[src/modctl_pkg.sv]
/*
 * Constants and carriers for the transceiver control, mask and password
 * register slice. Assumes byte-wide management accesses on a plain port.
 */
package modctl_pkg;

   localparam logic [7:0]  OFS_LANE_TX_OFF    = 8'h56;
   localparam logic [7:0]  OFS_RSVD_LO        = 8'h57;
   localparam logic [7:0]  OFS_RSVD_HI        = 8'h5c;
   localparam logic [7:0]  OFS_POWER_MODE     = 8'h5d;
   localparam logic [7:0]  OFS_RX_LOSS_MASK   = 8'h64;
   localparam logic [7:0]  OFS_TX_FAULT_MASK  = 8'h65;
   localparam logic [7:0]  OFS_TEMP_MASK      = 8'h67;
   localparam logic [7:0]  OFS_VCC_MASK       = 8'h68;
   localparam logic [7:0]  OFS_PW_CHANGE      = 8'h77;
   localparam logic [7:0]  OFS_PW_ENTRY       = 8'h7b;
   localparam logic [7:0]  OFS_PAGE_SELECT    = 8'h7f;
   localparam logic [7:0]  OFS_PW_STATUS      = 8'h6a;

   localparam int          PW_BYTES           = 4;
   localparam int          BIT_POWER_OVERRIDE = 0;
   localparam int          BIT_POWER_LOW      = 1;
   localparam int          PW_MAKER_BIT       = 31;
   localparam logic [7:0]  PAGE_USER          = 8'h02;

   localparam logic [7:0]  RESET_BYTE         = 8'h00;
   localparam logic [3:0]  LANE_MASK_FIELD    = 4'hf;
   localparam logic [7:0]  ALARM_MASK_FIELD   = 8'hf0;
   localparam logic [31:0] PW_RESET           = 32'h0000_0000;
   localparam logic [31:0] HOST_PW_DEFAULT    = 32'h0000_1011;

   // Event inputs, grouped by mask byte
   typedef struct packed {
      logic [3:0] rx_loss;
      logic [3:0] tx_fault;
      logic [3:0] temp;      // high alarm, low alarm, high warn, low warn
      logic [3:0] vcc;
   } events_s;

   typedef struct packed {
      logic [7:0] addr;
      logic [7:0] wdata;
      logic       wr;
      logic       rd;
   } mgmt_req_s;

endpackage

[src/module_ctrl_mask_password_regs.sv]
/*
 * Control, interrupt mask, password and page select byte registers.
 * Assumes a host-side protocol engine that turns serial management traffic
 * into single-cycle byte reads and writes on MCLK; event inputs are raw.
 */
`timescale 1ns/1ps

// Functional notes
// - Byte 0x56 bits 3:0 are lane transmitter disables, read and write.
// - Bytes 0x57 to 0x5c ignore writes and read zero.
// - Power byte bit 1 requests low power; resets to zero.
// - Power byte bit 0 set makes bit 1 replace the low-power pin.
// - An event with its mask bit set never raises the interrupt.
// - An unmasked event drives the interrupt line low.
// - Receiver mask byte holds four lane loss masks in bits 3:0.
// - Transmitter mask byte holds four lane fault masks in bits 3:0.
// - Temperature mask byte holds four masks in bits 7:4.
// - Supply mask byte holds four masks in bits 7:4.
// - Password bytes are write-only and kept until reset or rewrite.
// - Lower page and upper pages 0, 2, 3 reads never need a password.
// - Writes to user page two may be gated by a valid host password.
// - Top bit of the entry area marks maker passwords versus host ones.
// - Host password starts at the fixed factory default value.
// - Correct current password lets change area set new host password.
// - Entry area clears to zero on power up and every reset.
module module_ctrl_mask_password_regs (
   input  wire logic                  MCLK,
   input  wire logic                  RESET,
   input  wire modctl_pkg::mgmt_req_s REQ,
   output logic [7:0]                 RDATA,
   input  wire logic                  LP_MODE_PIN,
   input  wire modctl_pkg::events_s   EVENTS,
   output logic [3:0]                 TX_OFF,
   output logic                       LOW_POWER,
   output logic                       INT_N,
   output logic [7:0]                 PAGE,
   output logic                       USER_PAGE_WRITE_OK
);
   import modctl_pkg::*;

   logic [3:0]  lane_tx_off_r;
   logic [1:0]  power_mode_ctrl_r;
   logic [3:0]  rx_signal_loss_mask_r;
   logic [3:0]  tx_fault_mask_r;
   logic [3:0]  temperature_mask_r;
   logic [3:0]  supply_voltage_mask_r;
   logic [7:0]  upper_page_select_r;
   logic [31:0] password_change_area_r;
   logic [31:0] password_entry_area_r;
   logic [31:0] host_password_r;
   logic [2:0]  lp_sync_r;
   logic        lp_pin_r;
   events_s     ev_s1_r;
   events_s     ev_s2_r;
   events_s     ev_s3_r;
   events_s     ev_agree_r;
   logic        int_n_r;
   logic        int_n_nxt;
   logic        host_pw_ok;
   logic        change_last;
   logic [7:0]  rdata_r;
   logic [7:0]  rdata_nxt;
   logic [1:0]  pw_idx;

   // Password byte order: lowest address is the most significant byte
   assign pw_idx = 2'(PW_BYTES - 1) - REQ.addr[1:0] + 2'(OFS_PW_CHANGE);

   always_ff @(posedge MCLK or posedge RESET) begin
      if (RESET) begin
         lane_tx_off_r <= 4'h0;
      end else if (REQ.wr && REQ.addr == OFS_LANE_TX_OFF) begin
         lane_tx_off_r <= REQ.wdata[3:0];
      end
   end

   always_ff @(posedge MCLK or posedge RESET) begin
      if (RESET) begin
         power_mode_ctrl_r <= 2'b00;
      end else if (REQ.wr && REQ.addr == OFS_POWER_MODE) begin
         power_mode_ctrl_r <= REQ.wdata[1:0];
      end
   end

   always_ff @(posedge MCLK or posedge RESET) begin
      if (RESET) begin
         rx_signal_loss_mask_r <= 4'h0;
         tx_fault_mask_r       <= 4'h0;
         temperature_mask_r    <= 4'h0;
         supply_voltage_mask_r <= 4'h0;
      end else if (REQ.wr) begin
         if (REQ.addr == OFS_RX_LOSS_MASK) begin
            rx_signal_loss_mask_r <= REQ.wdata[3:0];
         end
         if (REQ.addr == OFS_TX_FAULT_MASK) begin
            tx_fault_mask_r <= REQ.wdata[3:0];
         end
         if (REQ.addr == OFS_TEMP_MASK) begin
            temperature_mask_r <= REQ.wdata[7:4];
         end
         if (REQ.addr == OFS_VCC_MASK) begin
            supply_voltage_mask_r <= REQ.wdata[7:4];
         end
      end
   end

   always_ff @(posedge MCLK or posedge RESET) begin
      if (RESET) begin
         upper_page_select_r <= RESET_BYTE;
      end else if (REQ.wr && REQ.addr == OFS_PAGE_SELECT) begin
         upper_page_select_r <= REQ.wdata;
      end
   end

   // Write-only areas; held until reset or rewrite
   always_ff @(posedge MCLK or posedge RESET) begin
      if (RESET) begin
         password_entry_area_r  <= PW_RESET;
         password_change_area_r <= PW_RESET;
      end else if (REQ.wr) begin
         if (REQ.addr >= OFS_PW_ENTRY && REQ.addr < OFS_PAGE_SELECT) begin
            password_entry_area_r[pw_idx*8 +: 8] <= REQ.wdata;
         end
         if (REQ.addr >= OFS_PW_CHANGE && REQ.addr < OFS_PW_ENTRY) begin
            password_change_area_r[pw_idx*8 +: 8] <= REQ.wdata;
         end
      end
   end

   // Maker passwords (top bit set) never match the host password
   assign host_pw_ok = !password_entry_area_r[PW_MAKER_BIT]
                       && password_entry_area_r == host_password_r;
   assign change_last = REQ.wr && REQ.addr == OFS_PW_ENTRY - 8'h01;

   // Commit on the last change byte, after the other three are in.
   // Trade-off: not retained through reset, no nonvolatile store here.
   always_ff @(posedge MCLK or posedge RESET) begin
      if (RESET) begin
         host_password_r <= HOST_PW_DEFAULT;
      end else if (change_last && host_pw_ok) begin
         host_password_r <= {1'b0, password_change_area_r[30:8],
                             REQ.wdata};
      end
   end

   // Pin and event inputs are asynchronous: three stages, stages two and three must agree
   always_ff @(posedge MCLK or posedge RESET) begin
      if (RESET) begin
         lp_sync_r <= 3'b000;
         lp_pin_r  <= 1'b0;
         ev_s1_r   <= '0;
         ev_s2_r   <= '0;
         ev_s3_r   <= '0;
         ev_agree_r <= '0;
      end else begin
         lp_sync_r <= {lp_sync_r[1:0], LP_MODE_PIN};
         if (lp_sync_r[1] == lp_sync_r[2]) begin
            lp_pin_r <= lp_sync_r[2];
         end
         ev_s1_r <= EVENTS;
         ev_s2_r <= ev_s1_r;
         ev_s3_r <= ev_s2_r;
         // Set on two agreeing highs, clear on two agreeing lows
         ev_agree_r <= events_s'((ev_s2_r & ev_s3_r)
                                 | (ev_agree_r & (ev_s2_r | ev_s3_r)));
      end
   end

   always_comb begin
      int_n_nxt = 1'b1;
      if (|(ev_agree_r.rx_loss & ~rx_signal_loss_mask_r)
          || |(ev_agree_r.tx_fault & ~tx_fault_mask_r)
          || |(ev_agree_r.temp & ~temperature_mask_r)
          || |(ev_agree_r.vcc & ~supply_voltage_mask_r)) begin
         int_n_nxt = 1'b0;
      end
   end

   always_ff @(posedge MCLK or posedge RESET) begin
      if (RESET) begin
         int_n_r <= 1'b1;
      end else begin
         int_n_r <= int_n_nxt;
      end
   end

   // Password areas read as zero; no read is ever password gated
   always_comb begin
      rdata_nxt = 8'h00;
      case (REQ.addr)
         OFS_LANE_TX_OFF:   rdata_nxt = {4'h0, lane_tx_off_r};
         OFS_POWER_MODE:    rdata_nxt = {6'h00, power_mode_ctrl_r};
         OFS_RX_LOSS_MASK:  rdata_nxt = {4'h0, rx_signal_loss_mask_r};
         OFS_TX_FAULT_MASK: rdata_nxt = {4'h0, tx_fault_mask_r};
         OFS_TEMP_MASK:     rdata_nxt = {temperature_mask_r, 4'h0};
         OFS_VCC_MASK:      rdata_nxt = {supply_voltage_mask_r, 4'h0};
         OFS_PW_STATUS:     rdata_nxt = {7'h00, host_pw_ok};
         OFS_PAGE_SELECT:   rdata_nxt = upper_page_select_r;
         default:           rdata_nxt = 8'h00;
      endcase
   end

   always_ff @(posedge MCLK or posedge RESET) begin
      if (RESET) begin
         rdata_r <= 8'h00;
      end else if (REQ.rd) begin
         rdata_r <= rdata_nxt;
      end
   end

   always_ff @(posedge MCLK or posedge RESET) begin
      if (RESET) begin
         TX_OFF             <= 4'h0;
         LOW_POWER          <= 1'b0;
         PAGE               <= RESET_BYTE;
         USER_PAGE_WRITE_OK <= 1'b0;
      end else begin
         TX_OFF    <= lane_tx_off_r;
         LOW_POWER <= power_mode_ctrl_r[BIT_POWER_OVERRIDE] ?
                      power_mode_ctrl_r[BIT_POWER_LOW] : lp_pin_r;
         PAGE      <= upper_page_select_r;
         USER_PAGE_WRITE_OK <= host_pw_ok;
      end
   end

   assign RDATA = rdata_r;
   assign INT_N = int_n_r;

   a_override_power: assert property (@(posedge MCLK) disable iff (RESET)
      power_mode_ctrl_r[BIT_POWER_OVERRIDE] |=>
      LOW_POWER == $past(power_mode_ctrl_r[BIT_POWER_LOW]))
      else $error("Low power ignores override");

   a_masked_quiet: assert property (@(posedge MCLK) disable iff (RESET)
      (rx_signal_loss_mask_r == LANE_MASK_FIELD
       && tx_fault_mask_r == LANE_MASK_FIELD
       && {temperature_mask_r, supply_voltage_mask_r} == 8'hff) |=> INT_N)
      else $error("Interrupt raised while all masked");

   a_event_irq: assert property (@(posedge MCLK) disable iff (RESET)
      (ev_agree_r.rx_loss[0] && !rx_signal_loss_mask_r[0]) |=> !INT_N)
      else $error("Unmasked event gave no interrupt");

   a_lane_write: assert property (@(posedge MCLK) disable iff (RESET)
      (REQ.wr && REQ.addr == OFS_LANE_TX_OFF) |=> ##1
      TX_OFF == $past(REQ.wdata[3:0], 2))
      else $error("Lane disable not applied");

   a_reserved_zero: assert property (@(posedge MCLK) disable iff (RESET)
      (REQ.rd && REQ.addr >= OFS_RSVD_LO && REQ.addr <= OFS_RSVD_HI)
      |=> RDATA == 8'h00)
      else $error("Reserved byte reads nonzero");

   a_pw_readzero: assert property (@(posedge MCLK) disable iff (RESET)
      (REQ.rd && REQ.addr >= OFS_PW_CHANGE && REQ.addr < OFS_PAGE_SELECT)
      |=> RDATA == 8'h00)
      else $error("Password bytes readable");

   a_temp_field: assert property (@(posedge MCLK) disable iff (RESET)
      (REQ.rd && REQ.addr == OFS_TEMP_MASK) |=> RDATA[3:0] == 4'h0)
      else $error("Temperature reserved bits set");

   a_pw_change: assert property (@(posedge MCLK) disable iff (RESET)
      (change_last && host_pw_ok) |=> host_password_r[PW_MAKER_BIT] == 1'b0
      && host_password_r[7:0] == $past(REQ.wdata))
      else $error("Host password change wrong");

   a_page_sel: assert property (@(posedge MCLK) disable iff (RESET)
      (REQ.wr && REQ.addr == OFS_PAGE_SELECT) |=> ##1
      PAGE == $past(REQ.wdata, 2))
      else $error("Page select not applied");

   a_lane_rdback: assert property (@(posedge MCLK) disable iff (RESET)
      (REQ.rd && REQ.addr == OFS_LANE_TX_OFF)
      |=> RDATA == {4'h0, $past(lane_tx_off_r)})
      else $error("Lane disable byte reads wrong");

   a_tx_reset: assert property (@(posedge MCLK) disable iff (RESET)
      $fell(RESET) |-> TX_OFF == 4'h0)
      else $error("Lane disable not cleared by reset");

   a_power_rdback: assert property (@(posedge MCLK) disable iff (RESET)
      (REQ.rd && REQ.addr == OFS_POWER_MODE)
      |=> RDATA == {6'h00, $past(power_mode_ctrl_r)})
      else $error("Power byte reads wrong");

   a_power_default: assert property (@(posedge MCLK) disable iff (RESET)
      $fell(RESET) |-> !LOW_POWER && power_mode_ctrl_r == 2'b00)
      else $error("Low power set after reset");

   a_pin_follow: assert property (@(posedge MCLK) disable iff (RESET)
      !power_mode_ctrl_r[BIT_POWER_OVERRIDE] |=>
      LOW_POWER == $past(lp_pin_r))
      else $error("Low power ignores pin");

   a_masked_none: assert property (@(posedge MCLK) disable iff (RESET)
      (!(|(ev_agree_r.rx_loss & ~rx_signal_loss_mask_r))
       && !(|(ev_agree_r.tx_fault & ~tx_fault_mask_r))
       && !(|(ev_agree_r.temp & ~temperature_mask_r))
       && !(|(ev_agree_r.vcc & ~supply_voltage_mask_r))) |=> INT_N)
      else $error("Interrupt without unmasked event");

   a_unmasked_low: assert property (@(posedge MCLK) disable iff (RESET)
      (|(ev_agree_r.tx_fault & ~tx_fault_mask_r)
       || |(ev_agree_r.temp & ~temperature_mask_r)
       || |(ev_agree_r.vcc & ~supply_voltage_mask_r)) |=> !INT_N)
      else $error("Unmasked module event gave no interrupt");

   a_rx_rdback: assert property (@(posedge MCLK) disable iff (RESET)
      (REQ.rd && REQ.addr == OFS_RX_LOSS_MASK)
      |=> RDATA == {4'h0, $past(rx_signal_loss_mask_r)})
      else $error("Receiver mask byte reads wrong");

   a_tx_rdback: assert property (@(posedge MCLK) disable iff (RESET)
      (REQ.rd && REQ.addr == OFS_TX_FAULT_MASK)
      |=> RDATA == {4'h0, $past(tx_fault_mask_r)})
      else $error("Transmitter mask byte reads wrong");

   a_temp_rdback: assert property (@(posedge MCLK) disable iff (RESET)
      (REQ.rd && REQ.addr == OFS_TEMP_MASK)
      |=> RDATA[7:4] == $past(temperature_mask_r))
      else $error("Temperature mask byte reads wrong");

   a_vcc_rdback: assert property (@(posedge MCLK) disable iff (RESET)
      (REQ.rd && REQ.addr == OFS_VCC_MASK)
      |=> RDATA == {$past(supply_voltage_mask_r), 4'h0})
      else $error("Supply mask byte reads wrong");

   a_entry_hold: assert property (@(posedge MCLK) disable iff (RESET)
      !(REQ.wr && REQ.addr >= OFS_PW_ENTRY && REQ.addr < OFS_PAGE_SELECT)
      |=> $stable(password_entry_area_r))
      else $error("Entry area changed without write");

   a_change_hold: assert property (@(posedge MCLK) disable iff (RESET)
      !(REQ.wr && REQ.addr >= OFS_PW_CHANGE && REQ.addr < OFS_PW_ENTRY)
      |=> $stable(password_change_area_r))
      else $error("Change area changed without write");

   a_read_ungated: assert property (@(posedge MCLK) disable iff (RESET)
      (REQ.rd && REQ.addr == OFS_PAGE_SELECT && !host_pw_ok)
      |=> RDATA == $past(upper_page_select_r))
      else $error("Read gated by password");

   a_write_gate: assert property (@(posedge MCLK) disable iff (RESET)
      1'b1 |=> USER_PAGE_WRITE_OK == $past(host_pw_ok))
      else $error("User page write grant wrong");

   a_maker_never: assert property (@(posedge MCLK) disable iff (RESET)
      password_entry_area_r[PW_MAKER_BIT] |-> !host_pw_ok)
      else $error("Maker password taken as host password");

   a_pw_default: assert property (@(posedge MCLK) disable iff (RESET)
      $fell(RESET) |-> host_password_r == HOST_PW_DEFAULT)
      else $error("Host password not at default");

   a_pw_keep: assert property (@(posedge MCLK) disable iff (RESET)
      !(change_last && host_pw_ok) |=> $stable(host_password_r))
      else $error("Host password changed without commit");

   a_pw_upper: assert property (@(posedge MCLK) disable iff (RESET)
      (change_last && host_pw_ok) |=>
      host_password_r[30:8] == $past(password_change_area_r[30:8]))
      else $error("Host password upper bytes wrong");

   a_entry_clear: assert property (@(posedge MCLK) disable iff (RESET)
      $fell(RESET) |-> password_entry_area_r == PW_RESET)
      else $error("Entry area not cleared by reset");

   a_page_reset: assert property (@(posedge MCLK) disable iff (RESET)
      $fell(RESET) |-> PAGE == RESET_BYTE
      && upper_page_select_r == RESET_BYTE)
      else $error("Page select not zero after reset");

endmodule // module_ctrl_mask_password_regs

[config.mk]
export PLATFORM = sky130hd
export DESIGN_NAME = module_ctrl_mask_password_regs
export DESIGN_NICKNAME = d
export VERILOG_FILES = /design/src/modctl_pkg.sv /design/src/module_ctrl_mask_password_regs.sv
export SDC_FILE = /design/constraint.sdc
export NUM_CORES = 1
export LEC_CHECK = 0
export ABC_AREA = 1
export BUFFER_PORTS_ARGS = -buffer_cell sky130_fd_sc_hd__buf_2
export CORE_MARGIN = 4
export CORE_UTILIZATION = 60
export CTS_BUF_LIST = sky130_fd_sc_hd__clkbuf_4
export CTS_CLUSTER_SIZE = 14
export DETAILED_ROUTE_END_ITERATION = 8
export PLACE_DENSITY_LB_ADDON = 0.08
export RECOVER_POWER = 25
export SLEW_MARGIN = 20
export SYNTH_ARGS = -nofsm -noshare
export SYNTH_HDL_FRONTEND = slang
export SYNTH_SLANG_ARGS = --single-unit
[constraint.sdc]
create_clock -name MCLK -period 15.6 [get_ports MCLK]
set_input_delay 1.56 -clock MCLK [delete_from_list [all_inputs] [get_ports MCLK]]
set_output_delay 1.56 -clock MCLK [all_outputs]
set_load 0.05 [all_outputs]
### Word-level counts from Yosys, hierarchy flattened

Cells that the tools add are included.

* bits in registers: 216
* input port bits: 37
* output and inout bits: 23
* word-level logic and storage cells: 93

* add/sub/neg operators: 3
* $lt $le $gt $ge: 4
* equality and inequality tests: 11
* shift-type cells: 2
* mux-type cells: 5
* bitwise operators: 12
* reduce and logical (&&, ||, !) cells: 22

Operators with widths (count)
* $eq A8 B7 Y1 const B: 9
* $bwmux W32: 2
* $pmux W8 S8: 1
* $neg A5 Y34: 1
* $shift A8 B34 Y32 const A: 1
* $shiftx A8 B34 Y32: 1
* $and A16 B16 Y16: 2
* $eq A32 B31 Y1: 1
* $or A16 B16 Y16: 2
* $and A4 B4 Y4: 4
* $ge A8 B7 Y1 const B: 2
* $lt A8 B7 Y1 const B: 2
* $not A4 Y4: 4
* $reduce_or A4 Y1: 4
* $reduce_and A2 Y1: 6
* $logic_and A1 B1 Y1: 8
* $logic_or A1 B1 Y1: 3
* $add A2 B2 Y2 const B: 1
* $mux W1: 2
* $sub A2 B2 Y2 const A: 1
* $eq A1 B1 Y1: 1
* $logic_not A1 Y1: 1

### Logic depth before layout (Yosys ltp)

* depth after elaboration: 7
* gate-level depth with buffers: 12
* depth with buffers taken out: 12

### Worst setup path after synthesis

OpenSTA, ideal clock, no wires.

* path kind: input to register
* start point: input REQ[10] (netlist name)
* end point: register password_entry_area_r[0]
* library setup time: 0.083 ns
* data arrival time: 2.716 ns
* data required time: 15.517 ns
* slack: 12.801 ns
* stages: 8
* buffers on the path: 1
* cell sequence: ha_1 > inv_2 > a21oi_1 > o211ai_4 > nor2_4 > buf_4 > nand3_1 > o21ai_0

* cells in the longest elaborated chain, start to end: 5
* elaborated cells between the ends (all ways): 10
* those cells by class: add/sub (3); order compare (2); shift (2); mux (1); reduce/logical (2)

Ends and longest elaborated chain
* start, declared: line module_ctrl_mask_password_regs.sv:29 `input wire modctl_pkg::mgmt_req_s REQ,`
* $sub A2 B2 Y2: line module_ctrl_mask_password_regs.sv:66 `assign pw_idx = 2'(PW_BYTES - 1) - REQ.addr[1:0] + 2'(OFS_PW_CHANGE);`
* $add A2 B2 Y2: line module_ctrl_mask_password_regs.sv:66
* $neg A5 Y34: line module_ctrl_mask_password_regs.sv:121 `password_entry_area_r[pw_idx*8 +: 8] <= REQ.wdata;`
* $shiftx A8 B34 Y32 / $shift A8 B34 Y32 (equally long branches): line module_ctrl_mask_password_regs.sv:121
* $bwmux W32: line module_ctrl_mask_password_regs.sv:121
* end signal, assigned by index: line module_ctrl_mask_password_regs.sv:121
* end, declared: line module_ctrl_mask_password_regs.sv:49 `logic [31:0] password_entry_area_r;`

Parallel ways exist; a longest one is shown, timed or not.
A chain may end at the register's enable or synchronous reset.

==> reports/qor.json <==
{
  "finalCritPeriodShare_pct": 31.2,
  "postSynthAreaPerCell_um2": 9.46,
  "slew_viol_final": 125,
  "initial_util_pct": 61.7,
  "clock-skew-final_ns": 0.0345,
  "fraction_of_layout_cells_with_a_size_suffix_above_1_pct": 16.2,
  "drt_pass1_iterations": 5,
  "post-synth-top-area-cell": "sky130_fd_sc_hd__dfrtp_1",
  "cts.hold.buffers_added": 0,
  "synth.distinct_cells": 34,
  "ys_ff_latch": 207,
  "run_status": "finished, violations left",
  "register_area_um2": 5180,
  "power.density_nw_per_um2": 118,
  "gr-total-overflow": 0,
  "antenna_left": 0,
  "area_delta_synth_final_pct": 13.7,
  "tightest_slew_ns": 5.25,
  "ctsRootBufferMaster": "sky130_fd_sc_hd__clkbuf_4",
  "design_area_um2": 9370,
  "timing.critical_path.required_ns": 15.38,
  "worst-endpoint-arrival_ns": 4.65,
  "boundaryPins": 60,
  "setup_total_negative_slack_ns": 0,
  "cpPeakStageDelay_ns": 2.93,
  "synth-warning-count": 0,
  "clock-sinks": 207,
  "fmax_ghz": 0.206,
  "unrepaired_setup_endpoints_after_global_routing": "no",
  "totalWireLength_um": 17400,
  "final_nets": 1008,
  "dieHeight_um": 125,
  "critPathKind": "input pin to asynchronous set/reset pin",
  "globalplace.congestion": 0.898,
  "dp.final_hpwl_um": 11900,
  "post_syn_instances": 871,
  "antenna_found_initial": 1,
  "critical_path.slowest_cell": "sky130_fd_sc_hd__clkinvlp_2",
  "mostFrequentLayoutCell": "sky130_fd_sc_hd__nand2_1",
  "postCtsSetupRepairBufs": 0,
  "synth_seq_area_share_pct": 62.9,
  "peakVddDrop_mv": 0.0887,
  "cts.clk_slew.worst_paths_ns": 0.07,
  "via_count": 6000,
  "worst_slew_margin_rel_pct": -252,
  "htreeDepth": 2,
  "final_core_utilization_pct": 70.2,
  "p_leak_uw": 0.00470,
  "finalHoldWorstSlack_ns": 0.343,
  "violations": "capacitance limit, slew limit",
  "dieWidth_um": 125,
  "layout_common_cells": "sky130_fd_sc_hd__nand2_1, sky130_fd_sc_hd__dfrtp_1, sky130_fd_sc_hd__inv_1",
  "route.detailed.wl_per_inst_um": 14.7,
  "total_power_uw": 1100,
  "crit_end_element": "asynchronous set/reset pin",
  "grt_usage_pct": 23.1,
  "ys_top_cells_by_area": "sky130_fd_sc_hd__dfrtp_1, sky130_fd_sc_hd__nand2_1, sky130_fd_sc_hd__o21ai_0",
  "worstPathCellList": "buf_2, clkinvlp_2",
  "syn-num-nets": 913,
  "final.fill_count": 1074,
  "postPlaceCellArea_um2": 8680,
  "design.core.area_um2": 13300,
  "io_buffer_count": 59,
  "top_fanout_value_on_the_critical_path": 124,
  "final-setup-viol-count": 0,
  "synth_area_um2": 8240,
  "core.rowCount": 42,
  "cts-root-to-sink-buffers": 3,
  "netlist.area_leader.share_pct": 61.7,
  "route.detailed.drc": 0,
  "hold_viol_final": 0,
  "die_area_um2": 15700,
  "grt_max_degree": 125,
  "grt_first_pass_wirelength_um": 29600,
  "worst_skew_pair.late_latency_ns": 0.64,
  "cp.buffers_inverters": 2,
  "cts_buffers": 51,
  "crit_path_time_final_ns": 4.86,
  "tritoncts_clock_tree": "built",
  "area_of_the_multi_input_gates_um2": 2470,
  "cpLargestDelayFamily": "buffers and inverters",
  "cts-resized-gates": 0,
  "grt_pass1_vias": 6259,
  "startpoint_type": "input pin",
  "max_capacitance_violation_total": 1,
  "hp-class": "register to register",
  "drt-initial-drc-count": 341,
  "drt-vias-per-instance": 5.06
}
## Yosys cell counts
library cell / number
sky130_fd_sc_hd__a21oi_1: 7
sky130_fd_sc_hd__o22ai_1: 6
sky130_fd_sc_hd__buf_1: 1
sky130_fd_sc_hd__maj3_1: 17
sky130_fd_sc_hd__xnor2_1: 8
sky130_fd_sc_hd__nand4_1: 7
sky130_fd_sc_hd__dfstp_2: 4
sky130_fd_sc_hd__dfrtp_1: 203
sky130_fd_sc_hd__nor2_1: 45
sky130_fd_sc_hd__o21ai_0: 111
sky130_fd_sc_hd__nor3_4: 1
sky130_fd_sc_hd__nand2_2: 1
sky130_fd_sc_hd__inv_2: 2
sky130_fd_sc_hd__buf_4: 5
sky130_fd_sc_hd__nand2_1: 264
sky130_fd_sc_hd__clkinv_1: 1
sky130_fd_sc_hd__mux2_2: 1
sky130_fd_sc_hd__nand3_2: 2
sky130_fd_sc_hd__nor3_2: 2
sky130_fd_sc_hd__nor3_1: 2
sky130_fd_sc_hd__nor2_4: 6
sky130_fd_sc_hd__nand3_1: 14
sky130_fd_sc_hd__o21bai_1: 1
sky130_fd_sc_hd__nand4_2: 1
sky130_fd_sc_hd__nand3b_1: 1
sky130_fd_sc_hd__ha_1: 5
sky130_fd_sc_hd__buf_2: 6
sky130_fd_sc_hd__clkbuf_1: 6
sky130_fd_sc_hd__o21ai_1: 7
sky130_fd_sc_hd__inv_1: 129
sky130_fd_sc_hd__or2_2: 1
sky130_fd_sc_hd__nor4_1: 2
sky130_fd_sc_hd__o211ai_4: 1
sky130_fd_sc_hd__and3_1: 1
## power breakdown
| group | internal (uW) | total, uW | switching, uW |
|---|---|---|---|
| logic | 21.5 | 71.1 | 49.6 |
| registers | 563 | 577 | 13.3 |
| clock network | 244 | 456 | 212 |
## worst paths after layout
check / start / end / slack (ns) / depth (start not counted)
setup / recovery: RESET / host_password_r[10] / 10.74 / 2
hold / removal: ev_s1_r[8] / ev_s2_r[8] / 0.34 / 0
setup reg to reg: host_password_r[0] / host_password_r[13] / 13.19 / 10
hold reg to reg: ev_s1_r[8] / ev_s2_r[8] / 0.34 / 0
max in group MCLK: INT_N / INT_N / 12.63 / 1
min in group asynchronous: RESET / lp_sync_r[2] / 2.57 / 2
## cell type report
| cell class | instances | area share, % |
|---|---|---|
| sequential | 207 | 55.4 |
| multi-input combinational | 514 | 26.4 |
| clock buffer | 77 | 6.17 |
| inverter | 132 | 5.30 |
| timing repair buffer | 60 | 3.27 |
| tap | 176 | 2.35 |
| clock inverter | 18 | 1.12 |
| antenna | 1 | 0.0267 |
## registers in the layout, summed over array words and instances, names as in the netlist
name                    cells
RDATA                       8
lane_tx_off_r               4
tx_fault_mask_r             4
password_change_area_r     23
lp_sync_r                   3
lp_pin_r                    1
temperature_mask_r          4
TX_OFF                      4
upper_page_select_r         8
supply_voltage_mask_r       4
PAGE                        8
ev_s1_r                    16
rx_signal_loss_mask_r       4
password_entry_area_r      32
INT_N                       1
power_mode_ctrl_r           2
LOW_POWER                   1
host_password_r            31
ev_s2_r                    16
ev_agree_r                 16
ev_s3_r                    16
USER_PAGE_WRITE_OK          1
## per-stage QoR
step	std cells	worst slack, ns
floorplan	871	8.39
finish	1185	10.74
CTS	1184	12.46
global route	1184	9.84
detailed placement	1089	11.82
global placement	1089	11.97
## cell families (layout without fill, tap and decap cells)
logic type	after synthesis	in the layout	synth area share, %
and+or+nand+nor	350	350	17.7
DFF	207	207	62.9
buffers and inverters	150	287	7.15
AOI/OAI and AO/OA	133	133	8.40
adders and majority gates	22	22	2.82
xor gates and xnor gates	8	8	0.850
muxes	1	1	0.137
other	0	1	0
## metal layers
metal / vias to the layer above / part of all wire [%] / GRT usage (%)
met5: - / 0.040 / 0
met4: 2 / 2.4 / 8.67
met3: 38 / 4.9 / 4.78
met2: 147 / 49 / 38.2
met1: 2873 / 44 / 30.7
li1: 2940 / - / -
No activity file was read; power rests on OpenSTA's default activity.
